$ cat src/hw/lts_pkg.sv
// Package with register map, field layout and states of the lookup search interface
package lts_pkg;

	// ----------------------------------------------------------------
	// Register byte addresses on the direct I/O port
	// ----------------------------------------------------------------
	localparam logic [7:0] ROUTE_LO_ADDR = 8'h12;
	localparam logic [7:0] ROUTE_HI_ADDR = 8'h13;
	localparam logic [7:0] AGE_LO_ADDR   = 8'h14;
	localparam logic [7:0] AGE_HI_ADDR   = 8'h15;
	localparam logic [7:0] CTRL_ADDR     = 8'h16;

	// ----------------------------------------------------------------
	// Search control field positions
	// ----------------------------------------------------------------
	localparam int CTRL_EXACT_BIT = 0;
	localparam int CTRL_NEXT_BIT  = 1;
	localparam int CTRL_FIRST_BIT = 2;
	localparam int CTRL_VLAN_BIT  = 3;
	localparam int CTRL_PORT_BIT  = 4;
	localparam int CTRL_FIFO_BIT  = 5;
	localparam int CTRL_NEW_BIT   = 6;
	localparam int CTRL_FOUND_BIT = 7;
	localparam logic [7:0] CTRL_CMD_MASK = 8'h67;
	localparam logic [7:0] CTRL_MOD_MASK = 8'h18;

	// ----------------------------------------------------------------
	// Routing result field positions
	// ----------------------------------------------------------------
	localparam int ROUTE_NB_BIT     = 15;
	localparam int ROUTE_TAG_LSB    = 12;
	localparam int ROUTE_SRC_LSB    = 8;
	localparam int ROUTE_PCODE_LSB  = 8;
	localparam int NODE_MCAST_BIT   = 40;

	// ----------------------------------------------------------------
	// Reset values
	// ----------------------------------------------------------------
	localparam logic [15:0] ROUTE_RESET = 16'h0000;
	localparam logic [15:0] AGE_RESET   = 16'h0000;
	localparam logic [7:0]  CTRL_RESET  = 8'h00;

	// Search engine state
	typedef enum logic [1:0] {
		LTS_IDLE   = 2'b00,
		LTS_ENGINE = 2'b01,
		LTS_FIFO   = 2'b10
	} lts_state_e;

endpackage

$ cat src/hw/lts_dio_if.sv
// Interface carrying synchronised management port accesses
`timescale 1ns/1ps
interface lts_dio_if;
	logic       rd_stb;	// One-cycle read strobe
	logic       wr_stb;	// One-cycle write strobe
	logic [7:0] addr;
	logic [7:0] wdata;

	modport port (output rd_stb, output wr_stb, output addr, output wdata);
	modport regs (input rd_stb, input wr_stb, input addr, input wdata);
endinterface

$ cat src/hw/lts_search_if.sv
// Lookup table search interface: search control, routing result and age stamp
`timescale 1ns/1ps
module lts_search_if
	import lts_pkg::*;
#(
	parameter int PORTS = 15
) (
	input  wire logic             clk,
	input  wire logic             arst_n,
	// Direct I/O port pins
	input  wire logic             dio_sel_n,
	input  wire logic             dio_rd_nwr,
	input  wire logic [7:0]       dio_addr,
	input  wire logic [7:0]       dio_wdata,
	output logic [7:0]            dio_rdata,
	output logic                  search_done_irq,
	// Table search engine
	output logic                  srch_req,
	output logic [2:0]            srch_cmd,
	output logic                  srch_port_mod,
	output logic                  srch_vlan_mod,
	output logic [3:0]            srch_port_code,
	input  wire logic             srch_done,
	input  wire logic             srch_found,
	input  wire logic             srch_node_mcast,
	input  wire logic             srch_no_block_flag,
	input  wire logic [PORTS-1:0] srch_port_vector,
	input  wire logic [15:0]      srch_ucast_result,
	input  wire logic [15:0]      srch_age_sec,
	// No-block receive FIFO
	input  wire logic             nbf_empty,
	input  wire logic [3:0]       nbf_tag,
	input  wire logic [3:0]       nbf_src_port,
	output logic                  nbf_pop,
	// Frame forwarding path
	input  wire logic [PORTS-1:0] receive_block_mask,
	input  wire logic [3:0]       frm_src_port,
	input  wire logic             frm_no_block_flag,
	input  wire logic [3:0]       frm_tag,
	output logic                  frm_forward,
	output logic                  frm_vlan_valid,
	output logic [3:0]            frm_vlan
);
	// ----------------------------------------------------------------
	// Declarations
	// ----------------------------------------------------------------
	lts_dio_if   acc ();
	lts_state_e  state;
	logic [15:0] routing_result;
	logic [15:0] node_age_stamp;
	logic [7:0]  search_control;
	logic        busy;
	logic        ctrl_wr;
	logic        cmd_ok;
	logic [7:0]  wr_cmd;
	logic        fifo_cmd;
	logic        engine_done;
	logic        fifo_done;
	logic        route_wr;

	// Count of set bits in a command field
	function automatic logic [2:0] bit_count(input logic [7:0] v);
		logic [2:0] n;
		n = 3'h0;
		for (int i = 0; i < 8; i++) begin
			n = n + {2'h0, v[i]};
		end
		return n;
	endfunction

	// Control value at completion: found flag on top, commands gone, modifiers kept
	function automatic logic [7:0] clear_cmds(input logic [7:0] ctrl, input logic found);
		return {found, ctrl[6:0] & ~CTRL_CMD_MASK[6:0]};
	endfunction

	// ----------------------------------------------------------------
	// Port synchroniser and forwarding gate
	// ----------------------------------------------------------------
	lts_dio_sync u_sync (
		.clk        (clk),
		.arst_n     (arst_n),
		.dio_sel_n  (dio_sel_n),
		.dio_rd_nwr (dio_rd_nwr),
		.dio_addr   (dio_addr),
		.dio_wdata  (dio_wdata),
		.acc        (acc.port)
	);

	lts_fwd_gate #(
		.PORTS (PORTS)
	) u_fwd (
		.receive_block_mask (receive_block_mask),
		.frm_src_port       (frm_src_port),
		.frm_no_block_flag  (frm_no_block_flag),
		.frm_tag            (frm_tag),
		.frm_forward        (frm_forward),
		.frm_vlan_valid     (frm_vlan_valid),
		.frm_vlan           (frm_vlan)
	);

	// ----------------------------------------------------------------
	// Write decode
	// ----------------------------------------------------------------
	// Busy while any command bit stands
	assign busy     = (search_control & CTRL_CMD_MASK) != 8'h00;
	assign ctrl_wr  = acc.wr_stb & (acc.addr == CTRL_ADDR) & ~busy;
	assign wr_cmd   = acc.wdata & CTRL_CMD_MASK;
	// More than one command bit kills the whole write
	assign cmd_ok   = bit_count(wr_cmd) <= 3'h1;
	assign fifo_cmd = search_control[CTRL_FIFO_BIT];
	assign engine_done = (state == LTS_ENGINE) & srch_done;
	assign fifo_done   = (state == LTS_FIFO) & fifo_cmd;
	// Port code field is writable only while no search runs
	assign route_wr    = acc.wr_stb & (acc.addr == ROUTE_HI_ADDR) & ~busy;

	// ----------------------------------------------------------------
	// Search sequencer
	// ----------------------------------------------------------------
	// Idle until a single command is written, then run it
	always_ff @(posedge clk or negedge arst_n) begin
		if (!arst_n) begin
			state <= LTS_IDLE;
		end else begin
			case (state)
				LTS_IDLE: begin
					if (ctrl_wr && cmd_ok && wr_cmd != 8'h00) begin
						state <= wr_cmd[CTRL_FIFO_BIT] ? LTS_FIFO : LTS_ENGINE;
					end
				end
				LTS_ENGINE: begin
					if (srch_done) begin
						state <= LTS_IDLE;
					end
				end
				LTS_FIFO: begin
					state <= LTS_IDLE;
				end
				default: begin
					state <= LTS_IDLE;
				end
			endcase
		end
	end

	// ----------------------------------------------------------------
	// Search engine request
	// ----------------------------------------------------------------
	// Request stands for the whole engine search
	assign srch_req = (state == LTS_ENGINE);
	// Command code: 0 exact, 1 next, 2 first, 3 new
	always_comb begin
		if (search_control[CTRL_NEW_BIT]) begin
			srch_cmd = 3'h3;
		end else if (search_control[CTRL_FIRST_BIT]) begin
			srch_cmd = 3'h2;
		end else if (search_control[CTRL_NEXT_BIT]) begin
			srch_cmd = 3'h1;
		end else begin
			srch_cmd = 3'h0;
		end
	end
	// Modifiers apply to first, next and new, alone or together
	assign srch_port_mod  = search_control[CTRL_PORT_BIT] & ~search_control[CTRL_EXACT_BIT];
	assign srch_vlan_mod  = search_control[CTRL_VLAN_BIT] & ~search_control[CTRL_EXACT_BIT];
	assign srch_port_code = routing_result[ROUTE_PCODE_LSB +: 4];
	// Pop the FIFO top when a FIFO read finds an entry
	assign nbf_pop = fifo_done & ~nbf_empty;

	// ----------------------------------------------------------------
	// Search control register
	// ----------------------------------------------------------------
	// Commands stand while running and clear on completion
	always_ff @(posedge clk or negedge arst_n) begin
		if (!arst_n) begin
			search_control <= CTRL_RESET;
		end else if (engine_done) begin
			search_control <= clear_cmds(search_control, srch_found);
		end else if (fifo_done) begin
			search_control <= clear_cmds(search_control, ~nbf_empty);
		end else if (ctrl_wr && cmd_ok) begin
			// Found stays read-only; five commands and two modifiers are written
			search_control <= {search_control[CTRL_FOUND_BIT],
				acc.wdata[6:0] & (CTRL_CMD_MASK[6:0] | CTRL_MOD_MASK[6:0])};
		end
	end

	// ----------------------------------------------------------------
	// Routing result register
	// ----------------------------------------------------------------
	// Loaded from the engine or the FIFO; port code writable when idle
	always_ff @(posedge clk or negedge arst_n) begin
		if (!arst_n) begin
			routing_result <= ROUTE_RESET;
		end else if (engine_done && srch_found) begin
			if (srch_node_mcast) begin
				// Multicast: no-block in the top bit, one vector bit per port
				routing_result <= {srch_no_block_flag, 15'(srch_port_vector)};
			end else begin
				routing_result <= srch_ucast_result;
			end
		end else if (fifo_done && !nbf_empty) begin
			// FIFO entry: tag, source port, reserved low byte of zero
			routing_result <= {nbf_tag, nbf_src_port, 8'h00};
		end else if (route_wr) begin
			routing_result[ROUTE_PCODE_LSB +: 4] <= acc.wdata[3:0];
		end
	end

	// ----------------------------------------------------------------
	// Node age stamp register
	// ----------------------------------------------------------------
	// Seconds since the node was last seen, taken when an engine search finds the node
	always_ff @(posedge clk or negedge arst_n) begin
		if (!arst_n) begin
			node_age_stamp <= AGE_RESET;
		end else if (engine_done && srch_found) begin
			node_age_stamp <= srch_age_sec;
		end
	end

	// ----------------------------------------------------------------
	// Completion pulse and read data
	// ----------------------------------------------------------------
	// One-cycle pulse as the command bits clear
	always_ff @(posedge clk or negedge arst_n) begin
		if (!arst_n) begin
			search_done_irq <= 1'b0;
		end else begin
			search_done_irq <= engine_done | fifo_done;
		end
	end

	// Read data held in a flop after each read strobe
	always_ff @(posedge clk or negedge arst_n) begin
		if (!arst_n) begin
			dio_rdata <= 8'h00;
		end else if (acc.rd_stb) begin
			case (acc.addr)
				ROUTE_LO_ADDR: dio_rdata <= routing_result[7:0];
				ROUTE_HI_ADDR: dio_rdata <= routing_result[15:8];
				AGE_LO_ADDR:   dio_rdata <= node_age_stamp[7:0];
				AGE_HI_ADDR:   dio_rdata <= node_age_stamp[15:8];
				CTRL_ADDR:     dio_rdata <= search_control;
				default:       dio_rdata <= 8'h00;
			endcase
		end
	end

endmodule // lts_search_if

$ cat src/hw/lts_dio_sync.sv
// Pin synchroniser and strobe maker for the direct I/O port
`timescale 1ns/1ps
module lts_dio_sync (
	input  wire logic       clk,
	input  wire logic       arst_n,
	input  wire logic       dio_sel_n,
	input  wire logic       dio_rd_nwr,
	input  wire logic [7:0] dio_addr,
	input  wire logic [7:0] dio_wdata,
	lts_dio_if.port         acc
);
	logic [17:0] meta;
	logic [17:0] sync;
	logic        sel_q;

	// Two flip-flops on every pin before use
	always_ff @(posedge clk or negedge arst_n) begin
		if (!arst_n) begin
			meta <= 18'h3ffff;
			sync <= 18'h3ffff;
		end else begin
			meta <= {dio_sel_n, dio_rd_nwr, dio_addr, dio_wdata};
			sync <= meta;
		end
	end

	// Remember select so an access fires once per cycle of the port
	always_ff @(posedge clk or negedge arst_n) begin
		if (!arst_n) begin
			sel_q <= 1'b0;
		end else begin
			sel_q <= ~sync[17];
		end
	end

	// Strobes on the leading edge of select
	assign acc.rd_stb = ~sync[17] & ~sel_q & sync[16];
	assign acc.wr_stb = ~sync[17] & ~sel_q & ~sync[16];
	assign acc.addr   = sync[15:8];
	assign acc.wdata  = sync[7:0];
endmodule // lts_dio_sync

$ cat src/hw/lts_fwd_gate.sv
// Forwarding gate for no-block nodes and tag to VLAN mapping
`timescale 1ns/1ps
module lts_fwd_gate #(
	parameter int PORTS = 15
) (
	input  wire logic [PORTS-1:0] receive_block_mask,
	input  wire logic [3:0]       frm_src_port,
	input  wire logic             frm_no_block_flag,
	input  wire logic [3:0]       frm_tag,
	output logic                  frm_forward,
	output logic                  frm_vlan_valid,
	output logic [3:0]            frm_vlan
);
	logic blocked;

	// Originating port blocked for receive
	assign blocked = (int'(frm_src_port) < PORTS) ? receive_block_mask[frm_src_port] : 1'b0;
	// No-block node overrides the block, otherwise the block holds
	assign frm_forward = frm_no_block_flag | ~blocked;
	// Frames from port 0 take their VLAN from the decoded tag
	assign frm_vlan_valid = (frm_src_port == 4'h0);
	assign frm_vlan       = frm_tag;
endmodule // lts_fwd_gate

$ cat config.mk
export PLATFORM = sky130hd
export DESIGN_NAME = lts_search_if
export DESIGN_NICKNAME = d
export VERILOG_FILES = /design/src/hw/lts_pkg.sv /design/src/hw/lts_dio_if.sv /design/src/hw/lts_search_if.sv /design/src/hw/lts_dio_sync.sv /design/src/hw/lts_fwd_gate.sv
export SDC_FILE = /design/constraint.sdc
export NUM_CORES = 1
export LEC_CHECK = 0
export BUFFER_PORTS_ARGS = -buffer_cell sky130_fd_sc_hd__buf_2
export CORE_MARGIN = 1
export CORE_UTILIZATION = 50
export CTS_CLUSTER_SIZE = 20
export DETAILED_ROUTE_END_ITERATION = 10
export PLACE_DENSITY = 0.77
export SETUP_SLACK_MARGIN = 0.15
export SLEW_MARGIN = 20
export SYNTH_ARGS = -nofsm -noshare
export SYNTH_HDL_FRONTEND = slang
export SYNTH_SLANG_ARGS = --single-unit
$ cat constraint.sdc
create_clock -name clk -period 2.75 [get_ports clk]
set_input_delay 0.55 -clock clk [delete_from_list [all_inputs] [get_ports clk]]
set_output_delay 0.55 -clock clk [all_outputs]
set_load 0.02 [all_outputs]
* Yosys cells after proc, flatten, opt, wreduce, memory -nomap -nowiden
Index checks and enable logic that the tools add are counted.
** Operators by class
- $add $sub $neg :: 4
- $lt $le $gt $ge :: 3
- Eq/ne operators :: 9
- Muxes and demuxes :: 20
- Bitwise operators :: 23
- Reduce and logical (&&, ||, !) cells :: 15
** Operators with widths (count)
- $eq 8x5->1 const B :: 5
- $pmux 8 s5 :: 1
- $mux 16 :: 2
- $mux 8 :: 3
- $reduce_bool 8->1 :: 2
- $and 1x1->1 :: 12
- $mux 4 :: 3
- $mux 2 :: 5
- $not 1->1 :: 9
- $mux 7 :: 1
- $add 3x1->3 :: 2
- $reduce_bool 3->1 :: 2
- $lt 4x5->1 const B :: 1
- $bmux 1 s4 :: 1
- $logic_and 1x1->1 :: 4
- $logic_not 4->1 :: 1
- $lt 4x4->1 const B :: 1
- $pmux 2 s2 :: 1
- $reduce_bool 2->1 :: 2
- $add 2x1->3 :: 1
- $le 3x1->1 const B :: 1
- $mux 1 :: 3
- $reduce_and 3->1 :: 1
- $add 1x1->2 :: 1
- 8 further kinds :: 9
** Storage, ports and cells
- Register bits :: 88
- Input port bits :: 104
- Output and inout port bits :: 26
- Word-level logic and storage cells :: 86

* Logic depth before layout (Yosys ltp)
- Word-level depth :: 9
- Depth in mapped cells :: 9
- Depth with buffers taken out :: 8

* Modules after synthesis
A second synthesis with hierarchy kept.
** Unflattened totals
- Cell total of the unflattened synthesis :: 340
- Area total of the unflattened synthesis :: 4050.1 um^2
** Modules (own cells, without submodules)
- lts_search_if :: instances 1, cells each 260, area each 2738.9 um^2, seq. area each 1276.2 um^2
- lts_dio_sync :: instances 1, cells each 56, area each 1117.3 um^2, seq. area each 970.9 um^2
- lts_fwd_gate :: instances 1, cells each 24, area each 193.9 um^2, seq. area each 0.0 um^2

* Least setup slack after synthesis
No wires, ideal clock.
- Path type :: register to register
- From :: register u_sync.sync[0]
- To :: register search_control[3]
- Library setup time :: 127 ps
- Data arrival time :: 2286 ps
- Required time :: 2623 ps
- Path slack :: 337 ps
- Stages on the path, launching flop included :: 10
- Buffers on the path :: 1
- Period minus slack after synthesis :: 2413 ps
- Cell sequence :: dfstp_2 > inv_1 > fa_1 > inv_1 > ha_1 > nand2_1 > and4_1 > clkbuf_1 > nand4_2 > mux2_1
** Between the ends
- Cells in the longest elaborated chain, start to end :: 7
** RTL lines
- start, declared :: line lts_dio_sync.sv:13 : logic [17:0] sync;
- start signal, assigned :: line lts_dio_sync.sv:23 : sync <= meta;
- $add 1x1->2 :: line lts_search_if.sv:66 : n = n + {2'h0, v[i]};
- $add 2x1->3 :: line lts_search_if.sv:66
- $add 3x1->3 (2 in a row) :: line lts_search_if.sv:66
- $le 3x1->1 :: line lts_search_if.sv:109 : assign cmd_ok = bit_count(wr_cmd) <= 3'h1;
- $logic_and 1x1->1 :: line lts_search_if.sv:180 : end else if (ctrl_wr && cmd_ok) begin
- $reduce_and 3->1 (no source line)
- end signal, assigned :: line lts_search_if.sv:177 : search_control <= clear_cmds(search_control, srch_found);
- end signal, assigned :: line lts_search_if.sv:179 : search_control <= clear_cmds(search_control, ~nbf_empty);
- end signal, assigned :: line lts_search_if.sv:182 : search_control <= {search_control[CTRL_FOUND_BIT],
- end, declared :: line lts_search_if.sv:51 : logic [7:0] search_control;
No other way between the ends.
A chain may end at the register's enable or synchronous reset.

* Worst setup path in the final report
- From :: input port frm_src_port[1]
- To :: output port frm_forward
** Between the ends
- Cells in the longest elaborated chain, start to end :: 5
- Elaborated cells on any way between the ends :: 6
- Classes of those cells :: order compare: 1; mux: 3; bitwise: 2
** RTL lines
- start, declared :: line lts_search_if.sv:37 : input wire logic [3:0] frm_src_port,
- $bmux 1 s4 :: line lts_fwd_gate.sv:17 : assign blocked = (int'(frm_src_port) < PORTS) ? receive_block_mask[frm_src_port] : 1'b0;
- $mux 1 (implied by the code) :: line lts_fwd_gate.sv:17
- $mux 1 (*) :: line lts_fwd_gate.sv:17
- $not 1->1 (*) :: line lts_fwd_gate.sv:19 : assign frm_forward = frm_no_block_flag | ~blocked;
- $or 1x1->1 (*) :: line lts_fwd_gate.sv:19
- end, declared :: line lts_search_if.sv:40 : output logic frm_forward,
Mark *: on every way between the ends. The rest lies on a longest branch, timed or not. The select of a mux whose other input is x is not followed.

==> results.md <==
* Status: finished with violations
* Failing checks: design-rule violations
* Post-Synthesis Cells at 350
* RSZ-0062 raised after global routing: true
* Yosys top cell area share at 0.328
* Synth area leaders: dfrtp_1 (33%), dfstp_2 (23%), mux2_2 (5.7%), a211oi_1 (3.4%), nand2_1 (3.3%)
* Gpl congestion at 0.881
* ANT nets after route at 0
* H-tree lvl count at 3
* Setup bufs post-CTS at 0
* Via count at 3,032
* Vias per cell at 5.38
* Minimum clock period at 2500 ps
* Final wirelength at 8960 um
* Largest area contributor in the netlist: dfrtp_1
* First-pass GRT wire length at 14,700 um
* DIE WIDTH at 91.1 um
* Ant. Diodes at 0
* Clock net sink count at 86
* Clk buf depth at 2
* Slowest CP cell: mux4_2
* Largest net degree at the start of global routing at 54
* I/O Buffers at 119
* Crit-path max FO at 9
* Final hold violation count at 0
* Pwr dens at 539 nW/um^2
* CTS buffer count at 9
* Post-synth EDFFs at 0
* Worst path bufs/invs at 2
* Post-synth ARST share at 1.00
* Worst setup path category: input port to primary output
* Crit-path most repeated cell: buf_2
* Row count at 32
* Cell Chain, Critical Path: buf_2, nand2b_1, mux4_2, a2111oi_2, nor2_1, buf_2
* Post-DP HPWL at 6750 um
* Largest stage delay, worst path at 470 ps
* Post_cts resized at 0
* Most frequent cells in the layout: buf_2 (118), dfrtp_1 (52), nand2_1 (35)
* #FFs+latches synth at 86
* Fin. max-slew vios at 0
* Req. time, crit path at 2200 ps
* Core footprint at 7690 um^2
* Most used flip-flop cell after synthesis: dfrtp_1
* Share of layout cells above drive strength 1 at 0.444
* Die footprint at 8290 um^2
* DP Cell Count at 548
* FMAX at 0.400 GHz
* Arrival time at the worst endpoint at 1950 ps
* Seq/Total Area, Yosys at 0.553
* FF-to-FF setup slack at 260 ps
* Residual DRC count at 1
* Slew headroom at 0.501
* Commonest non-fill, non-tap cell in the layout: buf_2
* CTS tree: built
* Total track usage at 0.229
* M1 GR Usage at 0.283
* Post-layout nets at 564
* Area Overhead vs Synth at 20.8%
* Wire per inst at 15.9 um
* Mapped Nets at 457
* Vias in the first global route at 3,065
* Worst Hold Class: input port to async pin
* Clk root buf: clkbuf_8
* Synth warn at 0
* Hold Buf Count CTS at 0
* Final setup fails at 0
* Die Ht at 91.1 um
* TNS Setup at 0 ps
* Syn avg cell area at 11.3 um^2
* Crit. End Element: primary output
* VDD IR-drop max at 0.000371 V
* Mapped Area at 3970 um^2
* Max_cap viols at 0
* Clk_skew at 9.55 ps
* First-pass detailed-route iteration total at 7
* Iter 0 DRT Violations at 251
* Leakage power at 0.00226 uW
* I/O pin total at 130
* Post-synthesis cell type count at 44
* CP delay by family, top: multiplexers
* Grt met3 use at 0.0637
* Overflow left after global routing at 0
* Clk_lat worst skew at 360 ps
* M2 GR Usage at 0.376
* GR peak layer: met2
* Initial antenna violation count at 0
* Startpoint Class: input port
* Crit share post-route at 0.909
* Worst-Margin Slew at 747 ps
* Reg clk slew, reported paths at 90 ps
* Effective utilization at floorplan at 0.516
* Cell Count, Final, Fillers Out at 564
## state kept, by name, summed over array words and instances (netlist names)
signal,cells
dio_rdata,8
node_age_stamp,16
routing_result,16
search_control,8
search_done_irq,1
state,2
u_sync.meta,17
u_sync.sel_q,1
u_sync.sync,17
## path summary, 6_finish.rpt
path | from | end | depth (start not counted)
max in group asynchronous | arst_n | u_sync.sync[13] | 2
hold / removal | arst_n | search_done_irq | 1
min in group clk | dio_wdata[3] | u_sync.meta[3] | 1
setup reg to reg | u_sync.sync[0] | search_control[4] | 8
setup / recovery | frm_src_port[1] | frm_forward | 6
hold reg to reg | u_sync.meta[12] | u_sync.sync[12] | 0
## final cells by class
type,count,area (um^2)
timing repair buffer,126,663
fill,660,2900
clock inverter,7,63.8
sequential,86,2190
tap,102,128
clock buffer,9,124
inverter,11,41.3
multi-input combinational,223,1580
## report_power, final
part / total, uW / switching (uW) / internal (uW) / leakage, uW
Sequential: 1440 / 63.2 / 1370 / 0.00103
Combinational: 309 / 159 / 150 / 0.00114
Clock: 836 / 488 / 348 / 0.0000903
Total: 2580 / 711 / 1870 / 0.00226
## synth_stat cells, drive strengths merged (13+ instances only)
library cell,number
mux2i,13
dfrtp,52
nor2b,13
a21oi,13
nor2,14
dfstp,34
a31oi,14
nand2b,13
nand2,35
a211oi,18
mux2,22
clkbuf,15
buf,15
## per-layer routing
metal  vias to the layer above  wire, um
li1                       1447         -
met1                      1449      3740
met2                       124      4360
met3                        12       709
met4                         0       155
met5                         -         0
## logic make-up after synthesis
kind of cell               Yosys count  synth area share
DFF                                 86             0.553
AOI/OAI and AO/OA                   67             0.114
other                                1          0.000946
buffers and inverters               41            0.0508
muxes                               38             0.112
and+or+nand+nor                    114             0.157
adders and majority gates            3            0.0114
## metrics by stage
step                total power (uW)  setup slack (ps)   util  instance area (um^2)  hold WS, ps
finish                          2580               249  0.623                  4790          221
global route                    2700               131  0.623                  4790          247
CTS                             2600               159  0.622                  4780          233
detailed placement              1770               175  0.598                  4600          347
global placement                1760               200  0.598                  4600          346
floorplan                       1620               337      -                  3970          254
No activity file was read; power rests on OpenSTA's default activity.
